**src/ssw_pkg.sv**
```systemverilog
// Shared constants for the supply supervisor and watchdog
`default_nettype none
package ssw_pkg;
    // Timebase
    localparam int unsigned CLK_HZ          = 10_000_000;
    localparam int unsigned CYC_PER_MS      = CLK_HZ / 1000;
    localparam int unsigned CYC_PER_US      = CLK_HZ / 1_000_000;

    // Reset hold period, least time, rounded up
    localparam int unsigned RESET_HOLD_MS   = 140;
    localparam int unsigned RESET_HOLD_CYC  = RESET_HOLD_MS * CYC_PER_MS;

    // Watchdog period, typical
    localparam int unsigned WDOG_PERIOD_MS  = 1600;
    localparam int unsigned WDOG_PERIOD_CYC = WDOG_PERIOD_MS * CYC_PER_MS;

    // Fraction of the period with the kick pin pulled high
    localparam int unsigned PULL_HIGH_DIV   = 8;

    // Manual request to reset, longest time, rounded down
    localparam int unsigned MANUAL_DELAY_NS = 5000;
    localparam int unsigned MANUAL_DELAY_CYC =
        (MANUAL_DELAY_NS * CYC_PER_US) / 1000;

    // Manual request debounce, least stable time, rounded up
    localparam int unsigned DEBOUNCE_NS     = 2000;
    localparam int unsigned DEBOUNCE_CYC    =
        (DEBOUNCE_NS * CYC_PER_US + 999) / 1000;

    // Counter widths
    localparam int unsigned CNT_W           = 32;
    localparam int unsigned DEB_W           = 8;

    // Reset values of pin inputs after synchronising
    localparam logic        MANUAL_IDLE     = 1'b1;
    localparam logic        SUPPLY_LOW_RST  = 1'b1;
    localparam logic        SENSE_FAIL_RST  = 1'b1;
    localparam logic        KICK_RST        = 1'b0;

    // Reset output polarity default: active low
    localparam logic        RST_ACTIVE_HIGH = 1'b0;

    // Reset sequencer states
    typedef enum logic [1:0] {
        ST_SUPPLY,
        ST_MANUAL,
        ST_HOLD,
        ST_RUN
    } ssw_state_t;
endpackage : ssw_pkg
`default_nettype wire

```
**src/ssw_debounce.sv**
```systemverilog
// Debouncer: output follows input once stable for a count of cycles
`default_nettype none
module ssw_debounce
    import ssw_pkg::*;
#(
    parameter int unsigned STABLE_CYC = DEBOUNCE_CYC,
    parameter logic        RST_VAL    = 1'b1
) (
    // Clock and reset
    input  wire logic clk_sys,
    input  wire logic rstn,
    input  wire logic clk_en,
    // Level in and out
    input  wire logic level_in,
    output var  logic level_out
);
    logic [DEB_W-1:0] cnt_r;
    logic [DEB_W-1:0] cnt_nxt;
    logic             level_r;
    logic             level_nxt;

    always_comb begin
        cnt_nxt   = '0;
        level_nxt = level_r;
        if (level_in != level_r) begin
            if (cnt_r == DEB_W'(STABLE_CYC - 1)) begin
                level_nxt = level_in;
            end else begin
                cnt_nxt = cnt_r + DEB_W'(1);
            end
        end
    end

    always_ff @(posedge clk_sys or negedge rstn) begin
        if (!rstn) begin
            cnt_r   <= '0;
            level_r <= RST_VAL;
        end else if (clk_en) begin
            cnt_r   <= cnt_nxt;
            level_r <= level_nxt;
        end
    end

    assign level_out = level_r;
endmodule // ssw_debounce
`default_nettype wire

```
**src/ssw_supervisor.sv**
```systemverilog
// Supply supervisor: reset sequencer, manual reset, watchdog, fail flag
// Notes on behaviour
// - Reset is active the whole time the supply is below its trip level.
// - After the supply recovers, reset stays active at least 140 ms.
// - The manual request idles high and a low level activates reset.
// - A low manual request activates reset within 5 us.
// - The manual request is debounced and the hold starts on its release.
// - With no kick edge for a whole watchdog period the expired output is low.
// - Any kick edge before the period ends restarts the watchdog count.
// - The watchdog counts only while reset is released.
// - A low supply forces the expired output low regardless of the count.
// - A floating kick input disables the watchdog timeout.
// - The kick pin is pulled low for 7/8 of each period and high for 1/8.
// - The pull sequence repeats every period and stays enabled when the pin is driven.
`default_nettype none
module ssw_supervisor
    import ssw_pkg::*;
#(
    parameter int unsigned HOLD_CYCLES     = RESET_HOLD_CYC,
    parameter int unsigned WDOG_CYCLES     = WDOG_PERIOD_CYC,
    parameter int unsigned DEB_CYCLES      = DEBOUNCE_CYC,
    parameter logic        RESET_HIGH      = RST_ACTIVE_HIGH
) (
    // Clock, reset, enable
    input  wire logic clk_sys,
    input  wire logic rstn,
    input  wire logic clk_en,
    // Analog comparators as digital levels
    input  wire logic supply_below_trip,
    input  wire logic supply_fail_sense,
    // Manual reset push-button, pulled up outside
    input  wire logic manual_reset_request_n,
    // Watchdog kick pin, weak pull drive
    input  wire logic watchdog_kick_input,
    output var  logic watchdog_kick_pull,
    output var  logic watchdog_kick_pull_oe_n,
    // Outputs to the processor
    output var  logic reset_out,
    output var  logic watchdog_expired_out_n,
    output var  logic supply_fail_flag_n
);
    // Pull-high phase begins here
    localparam int unsigned PULL_START =
        WDOG_CYCLES - WDOG_CYCLES / PULL_HIGH_DIV;

    // Synchronised inputs; only the manual request is also debounced
    logic supply_low;
    logic sense_fail;
    logic man_sync;
    logic man_level;
    logic kick_level;

    ssw_sync #(
        .RST_VAL   (SUPPLY_LOW_RST)
    ) u_sync_supply (
        .clk_sys   (clk_sys),
        .rstn      (rstn),
        .clk_en    (clk_en),
        .pin_in    (supply_below_trip),
        .level_out (supply_low)
    );

    ssw_sync #(
        .RST_VAL   (SENSE_FAIL_RST)
    ) u_sync_sense (
        .clk_sys   (clk_sys),
        .rstn      (rstn),
        .clk_en    (clk_en),
        .pin_in    (supply_fail_sense),
        .level_out (sense_fail)
    );

    ssw_sync #(
        .RST_VAL   (MANUAL_IDLE)
    ) u_sync_manual (
        .clk_sys   (clk_sys),
        .rstn      (rstn),
        .clk_en    (clk_en),
        .pin_in    (manual_reset_request_n),
        .level_out (man_sync)
    );

    ssw_debounce #(
        .STABLE_CYC (DEB_CYCLES),
        .RST_VAL    (MANUAL_IDLE)
    ) u_deb_manual (
        .clk_sys    (clk_sys),
        .rstn       (rstn),
        .clk_en     (clk_en),
        .level_in   (man_sync),
        .level_out  (man_level)
    );

    ssw_sync #(
        .RST_VAL   (KICK_RST)
    ) u_sync_kick (
        .clk_sys   (clk_sys),
        .rstn      (rstn),
        .clk_en    (clk_en),
        .pin_in    (watchdog_kick_input),
        .level_out (kick_level)
    );

    // Terminal count test shared by both counters
    function automatic logic at_last(input logic [CNT_W-1:0] cnt,
                                     input int unsigned       len);
        at_last = (cnt == CNT_W'(len - 1));
    endfunction

    // Reset sequencer state
    ssw_state_t       state_r;
    ssw_state_t       state_nxt;
    logic [CNT_W-1:0] hold_cnt_r;
    logic [CNT_W-1:0] hold_cnt_nxt;
    logic             reset_out_r;
    logic             reset_out_nxt;

    always_comb begin
        state_nxt    = state_r;
        hold_cnt_nxt = '0;
        if (supply_low) begin
            state_nxt = ST_SUPPLY;
        end else if (!man_level) begin
            state_nxt = ST_MANUAL;
        end else begin
            case (state_r)
                ST_SUPPLY: begin
                    state_nxt = ST_HOLD;
                end
                ST_MANUAL: begin
                    state_nxt = ST_HOLD;
                end
                ST_HOLD: begin
                    if (at_last(hold_cnt_r, HOLD_CYCLES)) begin
                        state_nxt = ST_RUN;
                    end else begin
                        hold_cnt_nxt = hold_cnt_r + CNT_W'(1);
                    end
                end
                default: begin
                    state_nxt = ST_RUN;
                end
            endcase
        end
        // Active level chosen at build time
        reset_out_nxt = (state_nxt != ST_RUN) ? RESET_HIGH : ~RESET_HIGH;
    end

    always_ff @(posedge clk_sys or negedge rstn) begin
        if (!rstn) begin
            state_r     <= ST_SUPPLY;
            hold_cnt_r  <= '0;
            reset_out_r <= RESET_HIGH;
        end else if (clk_en) begin
            state_r     <= state_nxt;
            hold_cnt_r  <= hold_cnt_nxt;
            reset_out_r <= reset_out_nxt;
        end
    end

    // Watchdog state
    logic [CNT_W-1:0] wd_cnt_r;
    logic [CNT_W-1:0] wd_cnt_nxt;
    logic             wd_expired_r;
    logic             wd_expired_nxt;
    logic             kick_prev_r;
    logic             kick_prev_nxt;
    logic             kick_edge;
    logic             pull_r;
    logic             pull_nxt;
    logic             exp_n_r;
    logic             exp_n_nxt;

    always_comb begin
        kick_prev_nxt  = kick_level;
        kick_edge      = (kick_level != kick_prev_r);
        wd_cnt_nxt     = wd_cnt_r;
        wd_expired_nxt = wd_expired_r;
        if (state_r != ST_RUN) begin
            // Held at zero while reset is active
            wd_cnt_nxt     = '0;
            wd_expired_nxt = 1'b0;
        end else if (kick_edge) begin
            // Also catches edges made by the pull on an open pin
            wd_cnt_nxt     = '0;
            wd_expired_nxt = 1'b0;
        end else if (at_last(wd_cnt_r, WDOG_CYCLES)) begin
            wd_cnt_nxt     = '0;
            wd_expired_nxt = 1'b1;
        end else begin
            wd_cnt_nxt     = wd_cnt_r + CNT_W'(1);
        end
        // Low for the first 7/8, high for the last 1/8
        pull_nxt  = (wd_cnt_nxt >= CNT_W'(PULL_START));
        exp_n_nxt = ~(supply_low | wd_expired_nxt);
    end

    always_ff @(posedge clk_sys or negedge rstn) begin
        if (!rstn) begin
            wd_cnt_r     <= '0;
            wd_expired_r <= 1'b0;
            kick_prev_r  <= KICK_RST;
            pull_r       <= 1'b0;
            exp_n_r      <= 1'b0;
        end else if (clk_en) begin
            wd_cnt_r     <= wd_cnt_nxt;
            wd_expired_r <= wd_expired_nxt;
            kick_prev_r  <= kick_prev_nxt;
            pull_r       <= pull_nxt;
            exp_n_r      <= exp_n_nxt;
        end
    end

    // Secondary supply flag, independent of everything else
    logic flg_n_r;
    logic flg_n_nxt;
    logic pull_oe_n_r;
    logic pull_oe_n_nxt;

    always_comb begin
        flg_n_nxt     = ~sense_fail;
        pull_oe_n_nxt = 1'b0;
    end

    always_ff @(posedge clk_sys or negedge rstn) begin
        if (!rstn) begin
            flg_n_r     <= 1'b0;
            pull_oe_n_r <= 1'b1;
        end else if (clk_en) begin
            flg_n_r     <= flg_n_nxt;
            pull_oe_n_r <= pull_oe_n_nxt;
        end
    end

    // Output pins
    assign reset_out               = reset_out_r;
    assign watchdog_expired_out_n  = exp_n_r;
    assign supply_fail_flag_n      = flg_n_r;
    assign watchdog_kick_pull      = pull_r;
    assign watchdog_kick_pull_oe_n = pull_oe_n_r;
endmodule // ssw_supervisor
`default_nettype wire

```
**src/ssw_sync.sv**
```systemverilog
// Three-stage pin synchroniser with agreement filter
`default_nettype none
module ssw_sync
    import ssw_pkg::*;
#(
    parameter logic RST_VAL = 1'b0
) (
    // Clock and reset
    input  wire logic clk_sys,
    input  wire logic rstn,
    input  wire logic clk_en,
    // Pin and result
    input  wire logic pin_in,
    output var  logic level_out
);
    logic [2:0] stage_r;
    logic [2:0] stage_nxt;
    logic       level_r;
    logic       level_nxt;

    always_comb begin
        stage_nxt = {stage_r[1:0], pin_in};
        level_nxt = level_r;
        if (stage_r[1] == stage_r[2]) begin
            level_nxt = stage_r[2];
        end
    end

    always_ff @(posedge clk_sys or negedge rstn) begin
        if (!rstn) begin
            stage_r <= {3{RST_VAL}};
            level_r <= RST_VAL;
        end else if (clk_en) begin
            stage_r <= stage_nxt;
            level_r <= level_nxt;
        end
    end

    assign level_out = level_r;
endmodule // ssw_sync
`default_nettype wire
```
**config.mk**
```make
export PLATFORM = sky130hd
export DESIGN_NAME = ssw_supervisor
export DESIGN_NICKNAME = d
export VERILOG_FILES = /design/src/ssw_pkg.sv /design/src/ssw_debounce.sv /design/src/ssw_supervisor.sv /design/src/ssw_sync.sv
export SDC_FILE = /design/constraint.sdc
export NUM_CORES = 1
export LEC_CHECK = 0
export BUFFER_PORTS_ARGS = -buffer_cell sky130_fd_sc_hd__buf_2
export CAP_MARGIN = 0
export CELL_PAD_IN_SITES_DETAIL_PLACEMENT = 0
export CELL_PAD_IN_SITES_GLOBAL_PLACEMENT = 1
export CORE_ASPECT_RATIO = 0.75
export CORE_MARGIN = 8
export CORE_UTILIZATION = 44
export CTS_CLUSTER_SIZE = 25
export DETAILED_ROUTE_END_ITERATION = 6
export PLACE_DENSITY = 0.77
export SYNTH_ARGS = -nofsm -noshare
export SYNTH_HDL_FRONTEND = slang
export SYNTH_SLANG_ARGS = --single-unit
```
**constraint.sdc**
```tcl
create_clock -name clk_sys -period 2.4 [get_ports clk_sys]
set_input_delay 0.48 -clock clk_sys [delete_from_list [all_inputs] [get_ports clk_sys]]
set_output_delay 0.48 -clock clk_sys [all_outputs]
set_load 0.01 [all_outputs]
```
Word-level counts from Yosys, hierarchy flattened --
Cells that the tools add are included. Widths: inputs -> output; s select.
Operators by class: reduce and logical (&&, ||, !) cells 7, $lt $le $gt $ge 1, mux-type cells 17, equality and inequality tests 13, bitwise gates (word level) 3, $add $sub $neg 3
Operators by type and width (count):
- $mux 32 | 7
- $add 32x1->32 const B | 2
- $eq 32x21->1 const B | 1
- $eq 32x24->1 const B | 1
- $ge 32x24->1 const B | 1
- $mux 8 | 2
- $add 8x1->8 const B | 1
- $eq 8x5->1 const B | 1
- $reduce_and 2->1 | 4
- $mux 2 | 3
- $eq 1x1->1 | 4
- $mux 1 | 4
- $ne 2x2->1 const B | 2
- $pmux 2 s2 | 1
- $reduce_and 3->1 | 1
- $eq 2x1->1 const B | 1
- $eq 2x2->1 const B | 1
- $logic_not 2->1 | 1
- $ne 1x1->1 | 2
- $not 1->1 | 2
- $reduce_or 2->1 | 1
- $or 1x1->1 | 1
Word-level totals: register bits after elaboration 98, logic and storage cells 64, input port bits 7

Depth between registers and ports, before layout --
Gate-level depths: netlist of run 1.
depth after elaboration 7, gate-level depth with buffers 10, gate-level depth less buffers 8

By module --
From an unflattened synthesis of run 1, not the netlist that was laid out.
Second synthesis, totals: cells, all modules 567, area, all modules 5320.1 µm²
By module, submodules not included:
- ssw_supervisor | instances 1, area an instance 4216.5 µm², seq. area each 1828.0 µm², cells each 482
- ssw_sync (u_sync_manual ...) | instances 3, area an instance 161.4 µm², seq. area each 105.1 µm², cells each 10
- ssw_debounce | instances 1, area an instance 462.9 µm², seq. area each 226.5 µm², cells each 45
- ssw_sync (u_sync_kick) | instances 1, area an instance 156.4 µm², seq. area each 100.1 µm², cells each 10

Least setup slack after synthesis of run 1 --
OpenSTA, ideal clock, no wires.
path type reg2reg, start register wd_cnt_r[18], end register pull_r (netlist: watchdog_kick_pull), cell stages (with the launch flop) 9, data required time 2.266 ns, setup slack 0.106 ns, path buffers 1, data arrival time 2.160 ns, cells stage by stage dfrtp_1 > buf_4 > nand4_2 > or4_4 > or4_4 > nand4bb_1 > a21oi_1 > a41o_1 > o211ai_1
On the way: longest elaborated chain between the ends 5, elaborated cells on any way between the ends 6, those cells by class 1 x add/sub; 1 x order compare; 1 x eq/ne; 3 x mux
Ends and longest elaborated chain:
- start, declared | RTL line ssw_supervisor.sv:162 | logic [CNT_W-1:0] wd_cnt_r;
- start signal, assigned | RTL line ssw_supervisor.sv:206 | wd_cnt_r <= wd_cnt_nxt;
- $add 32x1->32 or $eq 32x24->1 (tied branches) | RTL line ssw_supervisor.sv:191, ssw_supervisor.sv:107
- $mux 32 * | RTL line ssw_supervisor.sv:187 | end else if (at_last(wd_cnt_r, WDOG_CYCLES)) begin
- $mux 32 * | RTL line ssw_supervisor.sv:183 | end else if (kick_edge) begin
- $mux 32 * | RTL line ssw_supervisor.sv:179 | if (state_r != ST_RUN) begin
- $ge 32x24->1 * | RTL line ssw_supervisor.sv:194 | pull_nxt = (wd_cnt_nxt >= CNT_W'(PULL_START));
- end signal, assigned | RTL line ssw_supervisor.sv:209 | pull_r <= pull_nxt;
- end, declared | RTL line ssw_supervisor.sv:169 | logic pull_r;
Mark *: on every way between the ends. The rest lies on a longest branch, timed or not. A chain may end at the register's enable or synchronous reset.

Final worst setup path of run 1 --
start register wd_cnt_r[8], end register pull_r (netlist: watchdog_kick_pull)
The elaborated chain is that of the path after synthesis.

==> results of run 1 <==
## cells in the mapped netlist (14+ instances only)
cell type and number:
nor2_1 54, nor3_1 18, o31ai_1 17, o21ai_0 66
clkbuf_1 19, xnor2_1 18, nand3_1 41, dfstp_2 14
and3_1 21, a21oi_1 17, xor2_1 19, dfrtp_1 84
nand2_1 83
## per-layer routing
| layer | GRT usage | vias to the layer above |
|---|---|---|
| met5 | 0 | - |
| met4 | 0.04841 | 0 |
| met3 | 0.03605 | 14 |
| met2 | 0.2527 | 114 |
| met1 | 0.2622 | 2352 |
| li1 | - | 2301 |
## final timing paths
| kind | start | end | slack [ns] | cells after the start |
|---|---|---|---|---|
| worst max-delay path | wd_cnt_r[8]$_DFFE_PN0P_ | watchdog_kick_pull$_DFFE_PN0P_ | 0.08 | 10 |
| worst min-delay path | rstn | wd_cnt_r[4]$_DFFE_PN0P_ | 0.01 | 1 |
| worst max register to register | wd_cnt_r[8]$_DFFE_PN0P_ | watchdog_kick_pull$_DFFE_PN0P_ | 0.08 | 10 |
| worst min register to register | u_sync_sense.stage_r[2]$_DFFE_PN1P_ | u_sync_sense.stage_r[2]$_DFFE_PN1P_ | 0.48 | 2 |
| max in group asynchronous | rstn | watchdog_kick_pull_oe_n$_DFFE_PN1P_ | 1.72 | 2 |
| min in group clk_sys | manual_reset_request_n | u_sync_manual.stage_r[0]$_DFFE_PN1P_ | 0.36 | 2 |
## worst max-delay path: cells and delay by family, from the launching register on
kind / cells / cell delay [ns]
simple gates: 4 / 0.67
buf+inv: 3 / 0.61
flops: 1 / 0.43
compound gates: 2 / 0.31
xor+xnor: 1 / 0.18
## through the flow
step	power, µW	instances	instance area (µm²)	hold WS (ns)	TNS, ns
after floorplan	2104	612	5426	0.1844	0
after global placement	2221	812	6011	0.3796	0
after detailed placement	2239	812	6011	0.3863	0
after CTS	3872	828	6344	0.008758	0
after global routing	4016	831	6419	0.01925	-0.009442
final	3836	831	6419	0.01228	0
## logic make-up (layout without fill, tap and decap cells)
| logic type | after synthesis | after routing | share of synthesized area |
|---|---|---|---|
| multiplexers | 14 | 14 | 0.02813 |
| buffers and inverters | 45 | 98 | 0.03482 |
| AND/OR/NAND/NOR | 281 | 281 | 0.2633 |
| AO/OA/AOI/OAI | 134 | 134 | 0.1520 |
| flip-flops | 98 | 98 | 0.4552 |
| adder cells (fa/ha/maj) | 3 | 3 | 0.006918 |
| XOR/XNOR | 37 | 37 | 0.05972 |
## state kept, by name, indices dropped and copies added, names as in the netlist
signal,count
hold_cnt_r,32
wd_cnt_r,32
u_deb_manual.cnt_r,8
u_sync_kick.stage_r,3
u_sync_manual.stage_r,3
u_sync_sense.stage_r,3
u_sync_supply.stage_r,3
state_r,2
kick_prev_r,1
reset_out,1
supply_fail_flag_n,1
u_deb_manual.level_out,1
u_sync_kick.level_out,1
u_sync_manual.level_out,1
u_sync_sense.level_out,1
u_sync_supply.level_out,1
watchdog_expired_out_n,1
watchdog_kick_pull,1
watchdog_kick_pull_oe_n,1
wd_expired_r,1
## layout make-up
cell class | count | area [µm²] | share of cell area
clock buffers | 9 | 225.2 | 0.03509
clock inverters | 7 | 107.6 | 0.01676
inverters | 14 | 52.55 | 0.008187
multi-input cells | 469 | 2818 | 0.4390
flip-flops and latches | 98 | 2472 | 0.3852
well taps | 166 | 207.7 | 0.03236
repair buffers | 68 | 535.5 | 0.08343
## what timing repair did
item | CTS | global route
hold buffers | 0 | 0
resized for setup | 0 | 12
endpoints found under the setup margin | 0 | 33
setup buffers | 0 | 3
hold endpoints to repair | 0 | 0
## power breakdown
part | leakage [µW] | internal [µW] | switching, µW | total [µW]
Clock | 0.000166 | 938 | 685 | 1620
Sequential | 0.00130 | 1790 | 90.2 | 1880
Combinational | 0.00122 | 142 | 190 | 332
Total | 0.00268 | 2870 | 966 | 3840
==> summary.md, run 1 <==
| Metric | Value |
|---|---|
| Final worst slack | 0.08066 ns |
| Maximum vdd drop | 0.4165 mV |
| Hold crit path type | primary input to async pin |
| Initial antenna violation count | 0 |
| TritonCTS buffer count | 9 |
| Vias in the first global route | 4575 |
| Share of the synthesized area in the top cell type | 0.3874 |
| Async set-reset flop share out of synthesis | 1.000 |
| CTS clk-pin slew, worst paths | 0.07 ns |
| DRC Markers | 0 |
| Largest net degree at the start of global routing | 74 |
| Wire per inst | 16.38 µm |
| Top sig layer | met4 |
| Syn nets | 622 |
| Initial core utilization | 0.4457 |
| Unique cell type count in the Yosys netlist | 57 |
| Wire length on met3 | 699 µm |
| Mapped Area | 0.005426 mm² |
| # port buffers | 11 |
| Post-synth EDFFs | 0 |
| Arr. time, crit path | 2.54 ns |
| Gr usage total | 0.1766 |
| Synthesis-to-finish area growth | 18.28% |
| Syn Area/Cell | 8.867 µm² |
| First-pass GRT wire length | 23170 µm |
| Hold Vio Cnt, Final | 0 |
| Slowest cell on the critical path | dfrtp_2 |
| Startpoint Class | register |
| Setup violators final | 0 |
| Critical Path RT | 2.62 ns |
| Max frequency | 431.2 MHz |
| Wire length on met1 | 6915 µm |
| Largest fanout on the critical path | 7 |
| DIE AREA | 0.01618 mm² |
| Crit share post-route | 0.9664 |
| Ys Warns | 0 |
| IO Pins | 12 |
| Min Tclk post-route | 2.319 ns |
| Slew headroom | 0.5974 |
| Crit path cell chain | nand3_2 -> buf_4 -> nor3_1 -> buf_4 -> nand4_1 -> buf_4 -> nor2_1 -> xnor2_1 -> a41o_1 -> o211ai_1 |
| Clock Skew | 0.007405 ns |
| Top cells by area, synth | dfrtp_1, dfstp_2, o21ai_0, nand2_1, nand3_1 |
| Met2 WL | 5851 µm |
| Final Core Density | 0.5272 |
| Pwr/cell area | 597.7 mW/mm² |
| Clk_lat worst skew | 0.35 ns |
| Max-slew violation count | 0 |
| Maximum root-to-sink buffer count | 2 |
| Sink Count | 98 |
| Synth Register Bits | 98 |
| Mapped Cells | 612 |
| Vias per cell | 5.753 |
| Chip Width | 144.2 µm |
| Iteration-0 DRC count of the detailed router | 434 |
| Pre-antenna DRT Iters | 5 |
| Hpwl dp | 9590 µm |
| Nets | 670 |
| Total grt overflow | 0 |
| Status | complete, no violations |
| Post-route ant nets | 0 |
| Crit end category | register |
| Placer congestion estimate | 0.9091 |
| Cell seen most often among critical-path stages | buf_4 |
| DIE HEIGHT | 112.2 µm |
| Number of max-cap violations | 0 |
| Core area | 0.01217 mm² |
| LEAKAGE | 0.002682 µW |
| Slew @ Worst Pin | 0.6002 ns |
| Total Wirelength | 13610 µm |
| Register area share after synthesis | 0.4552 |
| Antenna diodes | 0 |
| Cell row count | 35 |
| Vias post-DR | 4781 |
| Filler instances | 1138 |
| Share of post-route cells with drive strength above 1 | 0.1940 |
| Critical path's largest stage delay | 0.43 ns |
| Place WS | 0.01863 ns |
| Commonest non-fill, non-tap cell in the layout | nand2_1 |
| Cell taking the most area after synthesis | dfrtp_1 |
| Synth Flop Type | dfrtp_1 |
| Most frequent cells in the layout | nand2_1, dfrtp_1, o21ai_0, nor2_1, buf_4 |
| Root buf cell | clkbuf_16 |
| TritonCTS clock tree | built |
| H-Tree Level Count | 3 |
| Kind of critical path | register to register |
Note: power is estimated with default switching activity, not from simulation.
==> run 2: changes to the inputs <==
--- a/config.mk
+++ b/config.mk
@@ -11,10 +11,10 @@
 export CELL_PAD_IN_SITES_GLOBAL_PLACEMENT = 1
 export CORE_ASPECT_RATIO = 0.75
 export CORE_MARGIN = 8
-export CORE_UTILIZATION = 44
+export CORE_UTILIZATION = 35
 export CTS_CLUSTER_SIZE = 25
 export DETAILED_ROUTE_END_ITERATION = 6
-export PLACE_DENSITY = 0.77
+export PLACE_DENSITY = 0.64
 export SYNTH_ARGS = -nofsm -noshare
 export SYNTH_HDL_FRONTEND = slang
 export SYNTH_SLANG_ARGS = --single-unit
==> summary.md, run 2 (synthesized netlist as in run 1, its figures left out) <==
| Metric | Value |
|---|---|
| Status | complete, no violations (unchanged) |
| Grt met2 use | 0.2163 (was 0.2527) |
| TritonCTS buffer count | 9 (unchanged) |
| Final Core Density | 0.4286 (was 0.5272) |
| Vias per cell | 5.429 (was 5.753) |
| Clk_lat worst skew | 0.35 ns (about the same) |
| Gr usage total | 0.1491 (was 0.1766) |
| Clock Skew | 0.01111 ns (was 0.007405 ns) |
| Root buf cell | clkbuf_16 (unchanged) |
| Total Power | 3760 µW (was 3836 µW) |
| LEAKAGE | 0.002675 µW (was 0.002682 µW) |
| DRC Markers | 0 (unchanged) |
| Iteration-0 DRC count of the detailed router | 333 (was 434) |
| Post-route cell area | 0.006505 mm² (was 0.006419 mm²) |
| Pwr/cell area | 578.0 mW/mm² (was 597.7 mW/mm²) |
| Maximum root-to-sink buffer count | 2 (unchanged) |
| Post-DP Area | 0.006060 mm² (was 0.006011 mm²) |
| Filler instances | 1496 (was 1138) |
| Combinational power share | 0.087 (was 0.086) |
| Clock network power share | 0.412 (was 0.423) |
| CTS clk-pin slew, worst paths | 0.07 ns (about the same) |
| Synthesis-to-finish area growth | 19.88% (was 18.28%) |
| Unrepaired setup endpoints after global routing | true |
| Hold buffer count at cts | 0 (unchanged) |
| Vias post-DR | 4723 (was 4781) |
| Switching power share of the total | 0.2608 (was 0.2517) |
| Int Power | 2779 µW (was 2871 µW) |
| TritonCTS clock tree | built (unchanged) |
| Total Wirelength | 14330 µm (was 13610 µm) |
| Nets | 670 (unchanged) |
| Hold crit path type | primary input to async pin (unchanged) |
| Met1 usage | 0.2220 (was 0.2622) |
| Wire per inst | 16.47 µm (was 16.38 µm) |
| Min Tclk post-route | 2.340 ns (was 2.319 ns) |
| Initial core utilization | 0.3576 (was 0.4457) |
| Slew headroom | 0.5513 (was 0.5974) |
| DIE AREA | 0.01979 mm² (was 0.01618 mm²) |
| Largest fanout on the critical path | 8 (was 7) |
| Hold Vio Cnt, Final | 0 (unchanged) |
| Share of post-route cells with drive strength above 1 | 0.2105 (was 0.1940) |
| Maximum vdd drop | 0.4422 mV (was 0.4165 mV) |
| Placer congestion estimate | 0.8103 (was 0.9091) |
| Kind of critical path | register to register (unchanged) |
| Cell row count | 39 (was 35) |
| GRT busiest layer | met1 (unchanged) |
| Startpoint Class | register (unchanged) |
| Slew @ Worst Pin | 0.6723 ns (was 0.6002 ns) |
| Switching Power | 980.7 µW (was 965.6 µW) |
| Max frequency | 427.3 MHz (was 431.2 MHz) |
| Most frequent cells in the layout | nand2_1, dfrtp_1, o21ai_0, nor2_1, buf_4 (unchanged) |
| Crit end category | register (unchanged) |
| Max-slew violation count | 0 (unchanged) |
| Arr. time, crit path | 2.56 ns (was 2.54 ns) |
| Total grt overflow | 0 (unchanged) |
| Total negative slack | 0 ns (unchanged) |
| Number of max-cap violations | 0 (unchanged) |
| Hpwl dp | 9944 µm (was 9590 µm) |
| Global routing usage on met3 | 0.02906 (was 0.03605) |
| Post-route ant nets | 0 (unchanged) |
| Antenna diodes | 0 (unchanged) |
| H-Tree Level Count | 3 (unchanged) |
| Core area | 0.01518 mm² (was 0.01217 mm²) |
| Pre-antenna DRT Iters | 6 (was 5) |
| Largest net degree at the start of global routing | 74 (unchanged) |
| Setup violators final | 0 (unchanged) |
| Seq pwr share | 0.501 (was 0.490) |
| Crit share post-route | 0.9750 (was 0.9664) |
| Chip Width | 159.8 µm (was 144.2 µm) |
| # port buffers | 11 (unchanged) |
| Vias in the first global route | 4540 (was 4575) |
| DIE HEIGHT | 123.8 µm (was 112.2 µm) |
| IO Pins | 12 (unchanged) |
| Sink Count | 98 (unchanged) |
| Largest registers | hold_cnt_r x32, wd_cnt_r x32, u_deb_manual.cnt_r x8 (unchanged) |
| First-pass GRT wire length | 23920 µm (was 23170 µm) |
| Initial antenna violation count | 0 (unchanged) |
| Critical Path RT | 2.62 ns (about the same) |
==> run 2: changes by cell type in the layout (fill, tap and decap cells not counted), moves of 2 or more <==
cell | before | now
buf_4 | 54 | 52
nand2_1 | 83 | 81
nand2_2 | 0 | 2
nor4_1 | 9 | 7
==> run 2: power by group through the flow <==
stage               Sequential (µW)  Clock [µW]  Combinational, µW
floorplan                      1890           0                209
global placement               1910           0                320
detailed placement             1910           0                334
CTS                            1880        1590                333
global route                   1900        1650                377
finish                         1880        1550                328
==> run 2: cell type report <==
class	instances	area, µm²	area share
Clock buffer	10	239.0	0.03674
Inverter	14	52.55	0.008078
Clock inverter	6	73.82	0.01135
Tap cell	205	256.5	0.03943
Multi-Input combinational cell	469	2863	0.4401
Sequential cell	98	2474	0.3803
Timing Repair Buffer	68	546.8	0.08405
==> run 2: final timing paths <==
kind / start / to / slack, ns / cells after the start
setup / recovery: wd_cnt_r[7]$_DFFE_PN0P_ / watchdog_kick_pull$_DFFE_PN0P_ / 0.06 / 7
hold / removal: rstn / wd_cnt_r[1]$_DFFE_PN0P_ / 0.11 / 1
setup reg to reg: wd_cnt_r[7]$_DFFE_PN0P_ / watchdog_kick_pull$_DFFE_PN0P_ / 0.06 / 7
hold reg to reg: u_sync_supply.stage_r[2]$_DFFE_PN1P_ / u_sync_supply.stage_r[2]$_DFFE_PN1P_ / 0.48 / 2
max in group asynchronous: rstn / u_sync_sense.stage_r[2]$_DFFE_PN1P_ / 1.59 / 2
min in group clk_sys: manual_reset_request_n / u_sync_manual.stage_r[0]$_DFFE_PN1P_ / 0.36 / 2
==> run 2: repair_timing <==
action | CTS | global route
setup endpoints to repair | 6 | 47
hold endpoints to repair | 0 | 0
pin swaps | 0 | 4
buffers inserted | 0 | 3
gates resized for setup | 8 | 20
==> run 2: worst max-delay path, cell delays in order (launching register included) <==
cell      delay, ns
dfrtp_2        0.44
nand3_2        0.19
or4_4          0.61
nor3_4         0.24
mux2i_4        0.11
buf_4          0.15
a211oi_1       0.32
o211ai_1       0.15
==> run 2: stage by stage <==
step           worst slack [ns]  hold WS (ns)  instances
6_report                0.05991        0.1100        870
5_1_grt               -0.007897        0.1427        870
4_1_cts                0.009163        0.1189        867
3_5_place_dp            -0.1720        0.4701        851
3_3_place_gp            -0.1800        0.4659        851
2_1_floorplan            0.1057        0.1844        612
==> run 2: routing by layer <==
layer  part of all wire  wire length [µm]  up-vias
li1                   -                 -     2305
met1               0.53              7542     2306
met2               0.42              6034       97
met3              0.042               607       15
met4             0.0098               140        0
met5                  0                 0        -
